## config.mk

```make
export PLATFORM = sky130hd
export DESIGN_NAME = scb_bank
export DESIGN_NICKNAME = d
export VERILOG_FILES = /design/src/hdl/scb_pkg.sv /design/src/hdl/scb_cnt_if.sv /design/src/hdl/scb_ser_counters.sv /design/src/hdl/scb_bank.sv
export SDC_FILE = /design/constraint.sdc
export NUM_CORES = 1
export LEC_CHECK = 0
export ABC_CLOCK_PERIOD_IN_PS = 4800
export BUFFER_PORTS_ARGS = -buffer_cell sky130_fd_sc_hd__buf_2
export CORE_MARGIN = 1
export CORE_UTILIZATION = 50
export CTS_BUF_LIST = sky130_fd_sc_hd__clkbuf_8
export CTS_CLUSTER_SIZE = 10
export DETAILED_ROUTE_END_ITERATION = 10
export GPL_TIMING_DRIVEN = 0
export PLACE_DENSITY = 0.75
export RECOVER_POWER = 50
export SLEW_MARGIN = 30
export SYNTH_ARGS = -nofsm -noshare
export SYNTH_HDL_FRONTEND = slang
export SYNTH_SLANG_ARGS = --single-unit
```

## constraint.sdc

```tcl
create_clock -name i_mclk -period 4.8 [get_ports i_mclk]
set_input_delay 0.24 -clock i_mclk [delete_from_list [all_inputs] [get_ports i_mclk]]
set_output_delay 0.24 -clock i_mclk [all_outputs]
set_load 0.05 [all_outputs]
```

## src/hdl/scb_pkg.sv

```systemverilog
// Constants and types of the controller status and control bank.
// Assumes a 100 MHz clock and whole-word AHB-Lite register access.
package scb_pkg;

    // ------------------------------------------------------------
    // Register map
    // ------------------------------------------------------------
    localparam logic [7:0] A_BUS_STATE = 8'h00;
    localparam logic [7:0] A_TICKS = 8'h04;
    localparam logic [7:0] A_EVENT_COUNT = 8'h08;
    localparam logic [7:0] A_EVENT_CLEAR = 8'h0C;
    localparam logic [7:0] A_UNLOCK_KEY = 8'h10;
    localparam logic [7:0] A_RUN_CMD = 8'h14;
    localparam logic [7:0] A_RUN_STATE = 8'h18;
    localparam logic [7:0] A_RSV_RUNSTOP = 8'h1C;
    localparam logic [1:0] PG_CTRL = 2'h0;
    localparam logic [1:0] PG_LINE0 = 2'h1;
    localparam logic [1:0] PG_LINE1 = 2'h2;
    localparam logic [5:0] O_TX = 6'h00;
    localparam logic [5:0] O_RX = 6'h04;
    localparam logic [5:0] O_ERR = 6'h08;
    localparam logic [5:0] O_EXC = 6'h0C;
    localparam logic [5:0] O_ADR = 6'h10;
    localparam logic [5:0] O_BC = 6'h14;
    localparam logic [5:0] O_NAK = 6'h18;
    localparam logic [5:0] O_BUSY = 6'h1C;
    localparam logic [5:0] O_OVR = 6'h20;
    localparam logic [5:0] O_CLR = 6'h24;

    // ------------------------------------------------------------
    // Field values
    // ------------------------------------------------------------
    localparam int N_LINES = 2;
    localparam int N_EV = 7;
    localparam int EV_TX = 0;
    localparam int EV_RX = 1;
    localparam int EV_ERR = 2;
    localparam int EV_EXC = 3;
    localparam int EV_ADR = 4;
    localparam int EV_BC = 5;
    localparam int EV_OVR = 6;
    localparam logic [15:0] KEY_UNLOCK = 16'h1A2B;
    localparam logic [15:0] CLR_ARM = 16'h0001;
    localparam logic [15:0] WORD_ZERO = 16'h0000;

    // ------------------------------------------------------------
    // Timing
    // ------------------------------------------------------------
    localparam int CLK_PERIOD_NS = 10;
    localparam int T10_PERIOD_MS = 10;
    localparam int T100_PERIOD_MS = 100;
    localparam int T1S_PERIOD_MS = 1000;
    localparam int T10_HALF_CYCLES = T10_PERIOD_MS * 1000000 / (2 * CLK_PERIOD_NS);
    localparam int DIV_100 = T100_PERIOD_MS / T10_PERIOD_MS;
    localparam int DIV_1S = T1S_PERIOD_MS / T100_PERIOD_MS;
    localparam int PRESC_W = 20;
    localparam int DIV_W = 4;

    // ------------------------------------------------------------
    // Types
    // ------------------------------------------------------------
    typedef enum logic [15:0] {
        bus_config_mismatch = 16'h0001,
        bus_config_match = 16'h0003,
        bus_unpowered = 16'h0004
    } scb_bus_state_type_t;

    typedef enum logic [15:0] {
        cmd_none = 16'h0000,
        cmd_run = 16'h0001,
        cmd_stop = 16'h0002
    } scb_run_stop_command_type_t;

    typedef enum logic [0:0] {
        ctrl_stopped = 1'b0,
        ctrl_running = 1'b1
    } scb_ctrl_state_t;

    typedef struct packed {
        logic [31:0] tx;
        logic [31:0] rx;
        logic [31:0] err;
        logic [15:0] exc;
        logic [15:0] adr;
        logic [15:0] bc;
        logic [15:0] ovr;
    } scb_cnt_state_t;

endpackage

```

## src/hdl/scb_cnt_if.sv

```systemverilog
// Interface between the bank and one serial-line counter set.
// Assumes events and clear are single-cycle, synchronous to the clock.
`timescale 1ns/100ps
interface scb_cnt_if;
    logic [scb_pkg::N_EV-1:0] ev;
    logic clear;
    scb_pkg::scb_cnt_state_t cnt;
    modport ctl (output ev, output clear, input cnt);
    modport ctr (input ev, input clear, output cnt);
endinterface

```

## src/hdl/scb_ser_counters.sv

```systemverilog
// Diagnostic counters of one serial line.
// Assumes one clock, active-low asynchronous reset and a clock enable.
`timescale 1ns/100ps
module scb_ser_counters (
    input wire logic i_mclk,
    input wire logic i_nrst,
    input wire logic i_ce,
    scb_cnt_if.ctr cif
);
    scb_pkg::scb_cnt_state_t s;
    scb_pkg::scb_cnt_state_t next_s;

    function automatic logic [31:0] bump32(logic [31:0] v, logic en);
        return en ? v + 32'h00000001 : v;
    endfunction

    function automatic logic [15:0] bump16(logic [15:0] v, logic en);
        return en ? v + 16'h0001 : v;
    endfunction

    // ------------------------------------------------------------
    // Counting
    // ------------------------------------------------------------
    always_comb begin
        next_s = s;
        if (cif.clear) begin
            next_s = '0; // RQ18
        end else begin
            next_s.tx = bump32(s.tx, cif.ev[scb_pkg::EV_TX]); // RQ10
            next_s.rx = bump32(s.rx, cif.ev[scb_pkg::EV_RX]); // RQ11
            next_s.err = bump32(s.err, cif.ev[scb_pkg::EV_ERR]); // RQ12
            next_s.exc = bump16(s.exc, cif.ev[scb_pkg::EV_EXC]); // RQ13
            next_s.adr = bump16(s.adr, cif.ev[scb_pkg::EV_ADR]); // RQ14
            next_s.bc = bump16(s.bc, cif.ev[scb_pkg::EV_BC]); // RQ15
            next_s.ovr = bump16(s.ovr, cif.ev[scb_pkg::EV_OVR]); // RQ16 RQ20
        end
    end

    always_ff @(posedge i_mclk or negedge i_nrst) begin
        if (!i_nrst) begin
            s <= '0; // RQ18
        end else if (i_ce) begin
            s <= next_s;
        end
    end

    assign cif.cnt = s;

    // ------------------------------------------------------------
    // Checks
    // ------------------------------------------------------------
    property p_cnt_clear;
        @(posedge i_mclk) disable iff (!i_nrst)
        i_ce && cif.clear |=> s == '0;
    endproperty
    a_cnt_clear: assert property (p_cnt_clear) else $error("counters not cleared"); // RQ19

    property p_tx_inc;
        @(posedge i_mclk) disable iff (!i_nrst)
        i_ce && !cif.clear && cif.ev[scb_pkg::EV_TX] |=> s.tx == $past(s.tx) + 32'h00000001;
    endproperty
    a_tx_inc: assert property (p_tx_inc) else $error("tx count missed"); // RQ10

    property p_ovr_wrap;
        @(posedge i_mclk) disable iff (!i_nrst)
        i_ce && !cif.clear && cif.ev[scb_pkg::EV_OVR] && s.ovr == 16'hFFFF |=> s.ovr == 16'h0000;
    endproperty
    a_ovr_wrap: assert property (p_ovr_wrap) else $error("overrun count no wrap"); // RQ20

endmodule // scb_ser_counters

```

## src/hdl/scb_bank.sv

```systemverilog
// Controller status and control bank with serial-line diagnostics.
// Assumes an AHB-Lite master, single-cycle event pulses and a 100 MHz clock.
//
// Function
// RQ1 - Expansion bus state reads 1 mismatch, 3 match, 4 unpowered.
// RQ2 - First time-base bit has a full period of 10 ms.
// RQ3 - Second time-base bit has a full period of 100 ms.
// RQ4 - Third time-base bit has a full period of 1 s.
// RQ5 - Time-base bits run in both stopped and running states.
// RQ6 - Event counter clears only on clear word going 0 to 1.
// RQ7 - Run/stop command executes when unlock key goes 0 to 6699.
// RQ8 - Command selects run or stop, effective only on key transition.
// RQ9 - Two serial counter sets; only the first is fed, second reserved.
// RQ10 - 32-bit count of frames transmitted successfully.
// RQ11 - 32-bit count of frames received without error.
// RQ12 - 32-bit count of frames failing checksum or parity.
// RQ13 - Count of exception responses returned as slave.
// RQ14 - Count of messages addressed to this controller.
// RQ15 - Count of broadcast requests received.
// RQ16 - Count of receive character overruns.
// RQ17 - Negative-acknowledge and busy counters are not maintained.
// RQ18 - Serial counters clear on download, reset, clear word, diagnostic request.
// RQ19 - A line's counters clear on its clear word going 0 to 1.
// RQ20 - Counters wrap to zero instead of saturating.
// RQ21 - Clear edges compare against the previous cycle's value.
`timescale 1ns/100ps
module scb_bank #(
    parameter int TICK10_HALF_CYCLES = scb_pkg::T10_HALF_CYCLES
) (
    input wire logic i_mclk,
    input wire logic i_nrst,
    input wire logic i_ce,
    input wire logic i_hsel,
    input wire logic [31:0] i_haddr,
    input wire logic [1:0] i_htrans,
    input wire logic i_hwrite,
    input wire logic [2:0] i_hsize,
    input wire logic [31:0] i_hwdata,
    input wire logic i_hready,
    output logic o_hreadyout,
    output logic [31:0] o_hrdata,
    output logic o_hresp,
    input wire logic i_bus_powered,
    input wire logic i_bus_cfg_match,
    input wire logic i_event,
    input wire logic i_tx_ok,
    input wire logic i_rx_ok,
    input wire logic i_rx_err,
    input wire logic i_exc_resp,
    input wire logic i_addr_msg,
    input wire logic i_bcast_req,
    input wire logic i_overrun,
    input wire logic i_diag_clear,
    input wire logic i_download,
    output logic o_running,
    output logic o_tick_10ms,
    output logic o_tick_100ms,
    output logic o_tick_1s
);
    localparam int PW = scb_pkg::PRESC_W;
    localparam int DW = scb_pkg::DIV_W;
    localparam logic [PW-1:0] PRESC_LAST = PW'(TICK10_HALF_CYCLES - 1);
    localparam logic [DW-1:0] DIV100_LAST = DW'(scb_pkg::DIV_100 - 1);
    localparam logic [DW-1:0] DIV1S_LAST = DW'(scb_pkg::DIV_1S - 1);

    if (TICK10_HALF_CYCLES < 1 || TICK10_HALF_CYCLES > 2 ** PW) begin : g_chk
        $error("tick prescale out of range");
    end

    typedef struct packed {
        scb_pkg::scb_bus_state_type_t bus_state;
        logic [PW-1:0] presc;
        logic [DW-1:0] div100;
        logic [DW-1:0] div1s;
        logic t10;
        logic t100;
        logic t1s;
        logic [15:0] ev_cnt;
        logic [15:0] ev_clr;
        logic [15:0] ev_clr_prev;
        logic [15:0] key;
        logic [15:0] key_prev;
        scb_pkg::scb_run_stop_command_type_t cmd;
        scb_pkg::scb_ctrl_state_t run;
        logic [scb_pkg::N_LINES-1:0][15:0] ser_clr;
        logic [scb_pkg::N_LINES-1:0][15:0] ser_clr_prev;
        logic rd_pend;
        logic wr_pend;
        logic [7:0] addr;
        logic hready;
        logic hresp;
        logic [31:0] hrdata;
    } scb_bank_state_t;

    scb_bank_state_t s;
    scb_bank_state_t next_s;
    logic [31:0] rd_val;
    logic key_fire;
    logic ev_clr_edge;
    logic [scb_pkg::N_LINES-1:0] line_clr;
    scb_pkg::scb_cnt_state_t line_cnt [scb_pkg::N_LINES];

    // ------------------------------------------------------------
    // Serial counter sets
    // ------------------------------------------------------------
    for (genvar g = 0; g < scb_pkg::N_LINES; g++) begin : g_line
        scb_cnt_if cif ();
        if (g == 0) begin : g_fed
            assign cif.ev = {i_overrun, i_bcast_req, i_addr_msg, i_exc_resp,
                             i_rx_err, i_rx_ok, i_tx_ok};
            assign line_clr[g] = (s.ser_clr[g] == scb_pkg::CLR_ARM && // RQ19
                                  s.ser_clr_prev[g] == scb_pkg::WORD_ZERO) || // RQ21
                                 i_diag_clear || i_download; // RQ18
        end else begin : g_rsv
            assign cif.ev = '0; // RQ9
            assign line_clr[g] = s.ser_clr[g] == scb_pkg::CLR_ARM && // RQ19
                                 s.ser_clr_prev[g] == scb_pkg::WORD_ZERO; // RQ21
        end
        assign cif.clear = line_clr[g];
        assign line_cnt[g] = cif.cnt;
        scb_ser_counters u_cnt (
            .i_mclk(i_mclk),
            .i_nrst(i_nrst),
            .i_ce(i_ce),
            .cif(cif.ctr)
        );
    end

    // ------------------------------------------------------------
    // Read decode
    // ------------------------------------------------------------
    function automatic logic [31:0] line_rd(scb_pkg::scb_cnt_state_t c,
                                           logic [15:0] clr, logic [5:0] off);
        logic [31:0] v;
        v = 32'h00000000;
        case (off)
            scb_pkg::O_TX: v = c.tx;
            scb_pkg::O_RX: v = c.rx;
            scb_pkg::O_ERR: v = c.err;
            scb_pkg::O_EXC: v = {16'h0000, c.exc};
            scb_pkg::O_ADR: v = {16'h0000, c.adr};
            scb_pkg::O_BC: v = {16'h0000, c.bc};
            scb_pkg::O_NAK: v = 32'h00000000; // RQ17
            scb_pkg::O_BUSY: v = 32'h00000000; // RQ17
            scb_pkg::O_OVR: v = {16'h0000, c.ovr};
            scb_pkg::O_CLR: v = {16'h0000, clr};
            default: v = 32'h00000000;
        endcase
        return v;
    endfunction

    always_comb begin
        rd_val = 32'h00000000;
        case (s.addr[7:6])
            scb_pkg::PG_CTRL: begin
                case (s.addr)
                    scb_pkg::A_BUS_STATE: rd_val = {16'h0000, s.bus_state};
                    scb_pkg::A_TICKS: rd_val = {29'h0, s.t1s, s.t100, s.t10};
                    scb_pkg::A_EVENT_COUNT: rd_val = {16'h0000, s.ev_cnt};
                    scb_pkg::A_EVENT_CLEAR: rd_val = {16'h0000, s.ev_clr};
                    scb_pkg::A_UNLOCK_KEY: rd_val = {16'h0000, s.key};
                    scb_pkg::A_RUN_CMD: rd_val = {16'h0000, s.cmd};
                    scb_pkg::A_RUN_STATE: rd_val = {31'h0, s.run};
                    default: rd_val = 32'h00000000;
                endcase
            end
            scb_pkg::PG_LINE0: rd_val = line_rd(line_cnt[0], s.ser_clr[0], s.addr[5:0]);
            scb_pkg::PG_LINE1: rd_val = line_rd(line_cnt[1], s.ser_clr[1], s.addr[5:0]);
            default: rd_val = 32'h00000000;
        endcase
    end

    assign key_fire = s.key == scb_pkg::KEY_UNLOCK && s.key_prev == scb_pkg::WORD_ZERO;
    assign ev_clr_edge = s.ev_clr == scb_pkg::CLR_ARM && s.ev_clr_prev == scb_pkg::WORD_ZERO;

    // ------------------------------------------------------------
    // Next state
    // ------------------------------------------------------------
    always_comb begin
        next_s = s;
        // Expansion bus health
        if (!i_bus_powered) begin
            next_s.bus_state = scb_pkg::bus_unpowered; // RQ1
        end else if (i_bus_cfg_match) begin
            next_s.bus_state = scb_pkg::bus_config_match; // RQ1
        end else begin
            next_s.bus_state = scb_pkg::bus_config_mismatch; // RQ1
        end
        // Time base, independent of run state
        if (s.presc == PRESC_LAST) begin // RQ5
            next_s.presc = '0;
            next_s.t10 = ~s.t10; // RQ2
            if (s.div100 == DIV100_LAST) begin
                next_s.div100 = '0;
                next_s.t100 = ~s.t100; // RQ3
                if (s.div1s == DIV1S_LAST) begin
                    next_s.div1s = '0;
                    next_s.t1s = ~s.t1s; // RQ4
                end else begin
                    next_s.div1s = s.div1s + 4'h1;
                end
            end else begin
                next_s.div100 = s.div100 + 4'h1;
            end
        end else begin
            next_s.presc = s.presc + PW'(1);
        end
        // Event counter
        if (ev_clr_edge) begin
            next_s.ev_cnt = 16'h0000; // RQ6
        end else if (i_event) begin
            next_s.ev_cnt = s.ev_cnt + 16'h0001; // RQ20
        end
        next_s.ev_clr_prev = s.ev_clr; // RQ21
        next_s.ser_clr_prev = s.ser_clr; // RQ21
        // Keyed run/stop
        next_s.key_prev = s.key;
        if (key_fire) begin // RQ7
            unique case (s.cmd)
                scb_pkg::cmd_run: next_s.run = scb_pkg::ctrl_running; // RQ8
                scb_pkg::cmd_stop: next_s.run = scb_pkg::ctrl_stopped; // RQ8
                default: next_s.run = s.run;
            endcase
        end
        // Bus slave: read data one cycle after address phase
        next_s.hresp = 1'b0;
        if (s.rd_pend) begin
            next_s.hrdata = rd_val;
            next_s.hready = 1'b1;
            next_s.rd_pend = 1'b0;
        end
        if (s.wr_pend) begin
            next_s.wr_pend = 1'b0;
            case (s.addr)
                scb_pkg::A_EVENT_CLEAR: next_s.ev_clr = i_hwdata[15:0];
                scb_pkg::A_UNLOCK_KEY: next_s.key = i_hwdata[15:0];
                scb_pkg::A_RUN_CMD:
                    next_s.cmd = scb_pkg::scb_run_stop_command_type_t'(i_hwdata[15:0]);
                {scb_pkg::PG_LINE0, scb_pkg::O_CLR}: next_s.ser_clr[0] = i_hwdata[15:0];
                {scb_pkg::PG_LINE1, scb_pkg::O_CLR}: next_s.ser_clr[1] = i_hwdata[15:0];
                default: next_s.wr_pend = 1'b0;
            endcase
        end
        if (i_hsel && i_htrans[1] && i_hready) begin
            next_s.addr = i_haddr[7:0];
            if (i_hwrite) begin
                next_s.wr_pend = 1'b1;
            end else begin
                next_s.rd_pend = 1'b1;
                next_s.hready = 1'b0;
            end
        end
    end

    always_ff @(posedge i_mclk or negedge i_nrst) begin
        if (!i_nrst) begin
            s <= '0;
            s.hready <= 1'b1;
        end else if (i_ce) begin
            s <= next_s;
        end
    end

    assign o_hreadyout = s.hready;
    assign o_hrdata = s.hrdata;
    assign o_hresp = s.hresp;
    assign o_running = s.run;
    assign o_tick_10ms = s.t10;
    assign o_tick_100ms = s.t100;
    assign o_tick_1s = s.t1s;

    // ------------------------------------------------------------
    // Checks
    // ------------------------------------------------------------
    logic [PW:0] h_t10_gap;
    logic h_t10_d;
    always_ff @(posedge i_mclk or negedge i_nrst) begin
        if (!i_nrst) begin
            h_t10_gap <= '0;
            h_t10_d <= 1'b0;
        end else if (i_ce) begin
            h_t10_d <= o_tick_10ms;
            h_t10_gap <= (o_tick_10ms != h_t10_d) ? (PW + 1)'(1) : h_t10_gap + (PW + 1)'(1);
        end
    end

    property p_t10;
        @(posedge i_mclk) disable iff (!i_nrst)
        $changed(o_tick_10ms) |-> h_t10_gap == (PW + 1)'(TICK10_HALF_CYCLES);
    endproperty
    a_t10: assert property (p_t10) else $error("10 ms bit half period wrong"); // RQ2

    property p_t100;
        @(posedge i_mclk) disable iff (!i_nrst)
        $changed(o_tick_100ms) |-> $changed(o_tick_10ms) && $past(s.div100) == DIV100_LAST;
    endproperty
    a_t100: assert property (p_t100) else $error("100 ms bit off its base"); // RQ3

    property p_t1s;
        @(posedge i_mclk) disable iff (!i_nrst)
        $changed(o_tick_1s) |-> $changed(o_tick_100ms) && $past(s.div1s) == DIV1S_LAST;
    endproperty
    a_t1s: assert property (p_t1s) else $error("1 s bit off its base"); // RQ4

    property p_bus;
        @(posedge i_mclk) disable iff (!i_nrst)
        i_ce && !i_bus_powered |=> s.bus_state == scb_pkg::bus_unpowered;
    endproperty
    a_bus: assert property (p_bus) else $error("unpowered bus not reported"); // RQ1

    property p_evclr;
        @(posedge i_mclk) disable iff (!i_nrst)
        i_ce && s.ev_clr_prev == scb_pkg::CLR_ARM && !i_event |=> s.ev_cnt == $past(s.ev_cnt);
    endproperty
    a_evclr: assert property (p_evclr) else $error("held clear word cleared again"); // RQ21

    property p_evedge;
        @(posedge i_mclk) disable iff (!i_nrst)
        i_ce && ev_clr_edge |=> s.ev_cnt == 16'h0000;
    endproperty
    a_evedge: assert property (p_evedge) else $error("event counter not cleared"); // RQ6

    property p_key;
        @(posedge i_mclk) disable iff (!i_nrst)
        i_ce && key_fire && s.cmd == scb_pkg::cmd_run |=> o_running;
    endproperty
    a_key: assert property (p_key) else $error("run command not executed"); // RQ7

    property p_nokey;
        @(posedge i_mclk) disable iff (!i_nrst)
        i_ce && !key_fire |=> o_running == $past(o_running);
    endproperty
    a_nokey: assert property (p_nokey) else $error("run state moved without key"); // RQ8

    property p_nak;
        @(posedge i_mclk) disable iff (!i_nrst)
        i_ce && s.rd_pend && s.addr[7:6] == scb_pkg::PG_LINE0 &&
        s.addr[5:0] == scb_pkg::O_NAK |=> o_hrdata == 32'h00000000 && o_hreadyout;
    endproperty
    a_nak: assert property (p_nak) else $error("unused counter read not zero"); // RQ17

    property p_rsv;
        @(posedge i_mclk) disable iff (!i_nrst)
        1'b1 |-> line_cnt[1] == '0;
    endproperty
    a_rsv: assert property (p_rsv) else $error("reserved line counted"); // RQ9

    c_run: cover property (@(posedge i_mclk) disable iff (!i_nrst) $rose(o_running));
    c_ser_clr: cover property (@(posedge i_mclk) disable iff (!i_nrst) i_ce && line_clr[0]);
    c_rd: cover property (@(posedge i_mclk) disable iff (!i_nrst) s.rd_pend ##1 o_hreadyout);

endmodule // scb_bank

```

==> qor.yml <==
pwr-share-comb: 0.101
boundaryPins: 125
clock_power_share: 0.422
critical_path.startpoint_type: "register"
cts.htree.levels: 3
syn_area_per_cell_um2: 10.4
drt_pass1_iterations: 9
internal_power_of_the_cells_uw: 5180
routabilityCongestion: 1.05
critical_path.max_stage_delay_ns: 0.66
timing.critical_path.to_type: "register"
hold_buffers: 33
register_clock_pin_slew_on_the_reported_worst_setup_and_hold_paths_ns: 0.06
cp.depth: 8
grt_antenna_before_repair: 0
syn_area_um2: 19200
synth-seq-cells: 382
hpwl_um: 44900
setup_viol: 0
power.density_nw_per_um2: 328
synthDistinctLibCells: 69
post-place-ws_ns: 1.16
cell_type_with_the_highest_aggregate_area_in_the_netlist: "dfrtp_1"
seqPwrFrac: 0.477
max_clock_freq_ghz: 0.304
finalWorstSetupSlack_ns: 1.51
ctsRootBufferMaster: "clkbuf_8"
tritoncts: "done"
fraction_of_final_layout_cells_sized_beyond_drive_strength_1: 0.189
largest_net_degree_at_the_start_of_global_routing: 94
total_nets_after_synthesis: 1947
hold_path.class: "in -> reg"
grt_pass1_vias: 15943
power_switching_uw: 2020
mostFrequentLayoutCells: "dfrtp_1 (381), nor2_1 (160), nand2_1 (155)"
antenna_cells: 0
layout-area-overhead-vs-synth_pct: 14.5
path_delay_family: "simple AND/OR/NAND/NOR gates"
timing.max_cap.violations: 2
wire_length_of_the_first_global_routing_pass_um: 94500
globalRoute.totalOverflow: 0
fin_skew_ns: 0.0378
final_period_minus_worst_setup_slack_ns: 3.29
grt_setup_unrepaired: "no"
worst_path_cell_trace: "nor3_4 > nand2b_1 > nor2b_1 > buf_2 > buf_1 > a22oi_1 > a31oi_1 > or3_1"
cp.required_ns: 5.36
r2r-start: "s[35]"
post_drt_via_cell_ratio: 6.35
layout.core_utilization: 0.582
num_vias: 16484
synth_top_flop_cell: "dfrtp_1"
ctsLongestPathBuffers: 3
cts_buffers: 66
fin_tns_setup_ns: 0
clk_latency_ns: 0.64
final_hold_vio_count: 0
design.die.area_um2: 39200
status: "complete, but fails checks"
syn_inst: 1851
numPlacedInstances: 2443
sw_frac_of_total: 0.281
slew-limit-headroom: -0.482
die_width_um: 198
vdd_ir_drop_max_v: 0.000222
starting_utilization_of_the_core_area: 0.509
critPathKind: "reg -> reg"
tightest_slew_ns: 2.22
worst-path-max-fanout: 10
top_signal_layer_used: "met4"
synth-edff-count: 0
ant_nets: 0
wl_met3_um: 5520
register_area_um2: 9560
timing.critical_path.arrival_ns: 3.85
postCtsResizedCells: 0
post-cts-setup-buffers: 0
most_common_cell_after_layout_fill_and_taps_aside: "dfrtp_1"
ys_warn_count: 0
die_height_um: 198
port_buffer_cells: 77
std_cell_rows: 71
drt_iter0_drc: 1928
worst_path_max_delay_cell: "buf_1"
ff2ff_path_depth: 8
grt_use_total: 0.321
met1_length_um: 25400
failed_checks: "capacitance limit, slew limit"
core_area_um2: 37800
design.final.nets: 2129
drcViolationCount: 0
finalPower_uw: 7200
min_path_cells: 2
asyncSetResetFlopFracSynth: 1.00
yosys-top-cells-area: "dfrtp_1 (50%), mux2_2 (8.0%), xor2_1 (4.3%)"
finalNonFillerCells: 2595
wl_met2_um: 27600
multiInputGateArea_um2: 8920
timing.final.crit_share: 0.685
timing.hold.worst.start: "i_hwdata[7]"
timing_max_transition_violations_final: 173
layout.filler_cells: 3174
synth_seq_area_share: 0.498
clock_sink_count: 382
detail_route.wl_per_cell_um: 23.7
drt-total-wl_um: 61500
timing.critical_path.from: "s[35]"
leakage_power_uw: 0.0100
critPathBufInv: 2
synth_top_cell_area_share: 0.496
-- cell usage after synthesis, drive strengths merged (7+ instances only) --
master and number:
inv 14, buf 80, a22oi 30, nand4 60, dfrtp 381, o21ai 129
nor4 32, mux2i 39, clkbuf 51, a222oi 29, nor2b 11, o211ai 15
ha 9, o2111ai 8, a31oi 7, and2 19, a21oi 40, and3 41
and4 21, xor2 95, nor3 37, nand2 155, nand3 67, nor2 160
xnor2 35, nor3b 7, or3 26, o22ai 11, o31ai 11, a22o 19
mux2 137
-- flip-flops by register name (all words and copies together) (netlist names) --
signal and cells:
g_line.u_cnt.cif.cnt 160, s 121, next_s 64, o_hrdata 32, o_hreadyout 1, o_running 1
o_tick_100ms 1, o_tick_10ms 1, o_tick_1s 1
-- layer usage --
layer / vias up / global-route usage
li1: 7126 / -
met1: 8197 / 0.445
met2: 943 / 0.490
met3: 218 / 0.0550
met4: 0 / 0.150
met5: - / 0
-- stage by stage --
stage,instance area [um2],hold WS (ns)
2_1_floorplan,19200,-0.0556
6_report,22000,0.0460
3_5_place_dp,20400,0.264
5_1_grt,22000,0.0161
4_1_cts,22000,0.00894
3_3_place_gp,20200,0.457
-- path summary, 6_finish.rpt --
check / to / slack, ns
worst min-delay path: next_s[51] / 0.05
worst max register to register: o_hrdata[12] / 1.51
worst max-delay path: o_hrdata[12] / 1.51
worst min register to register: g_line[0].u_cnt.cif.cnt[63] / 0.48
max in group asynchronous: s[119] / 2.00
min in group asynchronous: o_hrdata[19] / 0.15
-- kinds of logic after synthesis --
logic type	synth area share
other	0.000195
flip-flops	0.498
AND/OR/NAND/NOR	0.178
multiplexers	0.101
buffers and inverters	0.0382
AO/OA/AOI/OAI	0.120
adder cells (fa/ha/maj)	0.00586
XOR/XNOR	0.0593
-- power by group through the flow --
stage	Combinational [uW]	Clock [uW]	Sequential [uW]
after global routing	779	3230	3450
after global placement	669	0	3480
after CTS	717	3080	3430
after detailed placement	694	0	3490
final	727	3040	3440
after floorplan	400	0	3460
-- cell type report --
cell class              count  share of cell area
flip-flops and latches    382               0.435
clock buffers              83              0.0520
clock inverters            36             0.00973
repair buffers            114              0.0353
plain buffers             131              0.0310
well taps                 511              0.0291
inverters                  14             0.00239
multi-input cells        1324               0.406
(Power assumes the default switching activity.)
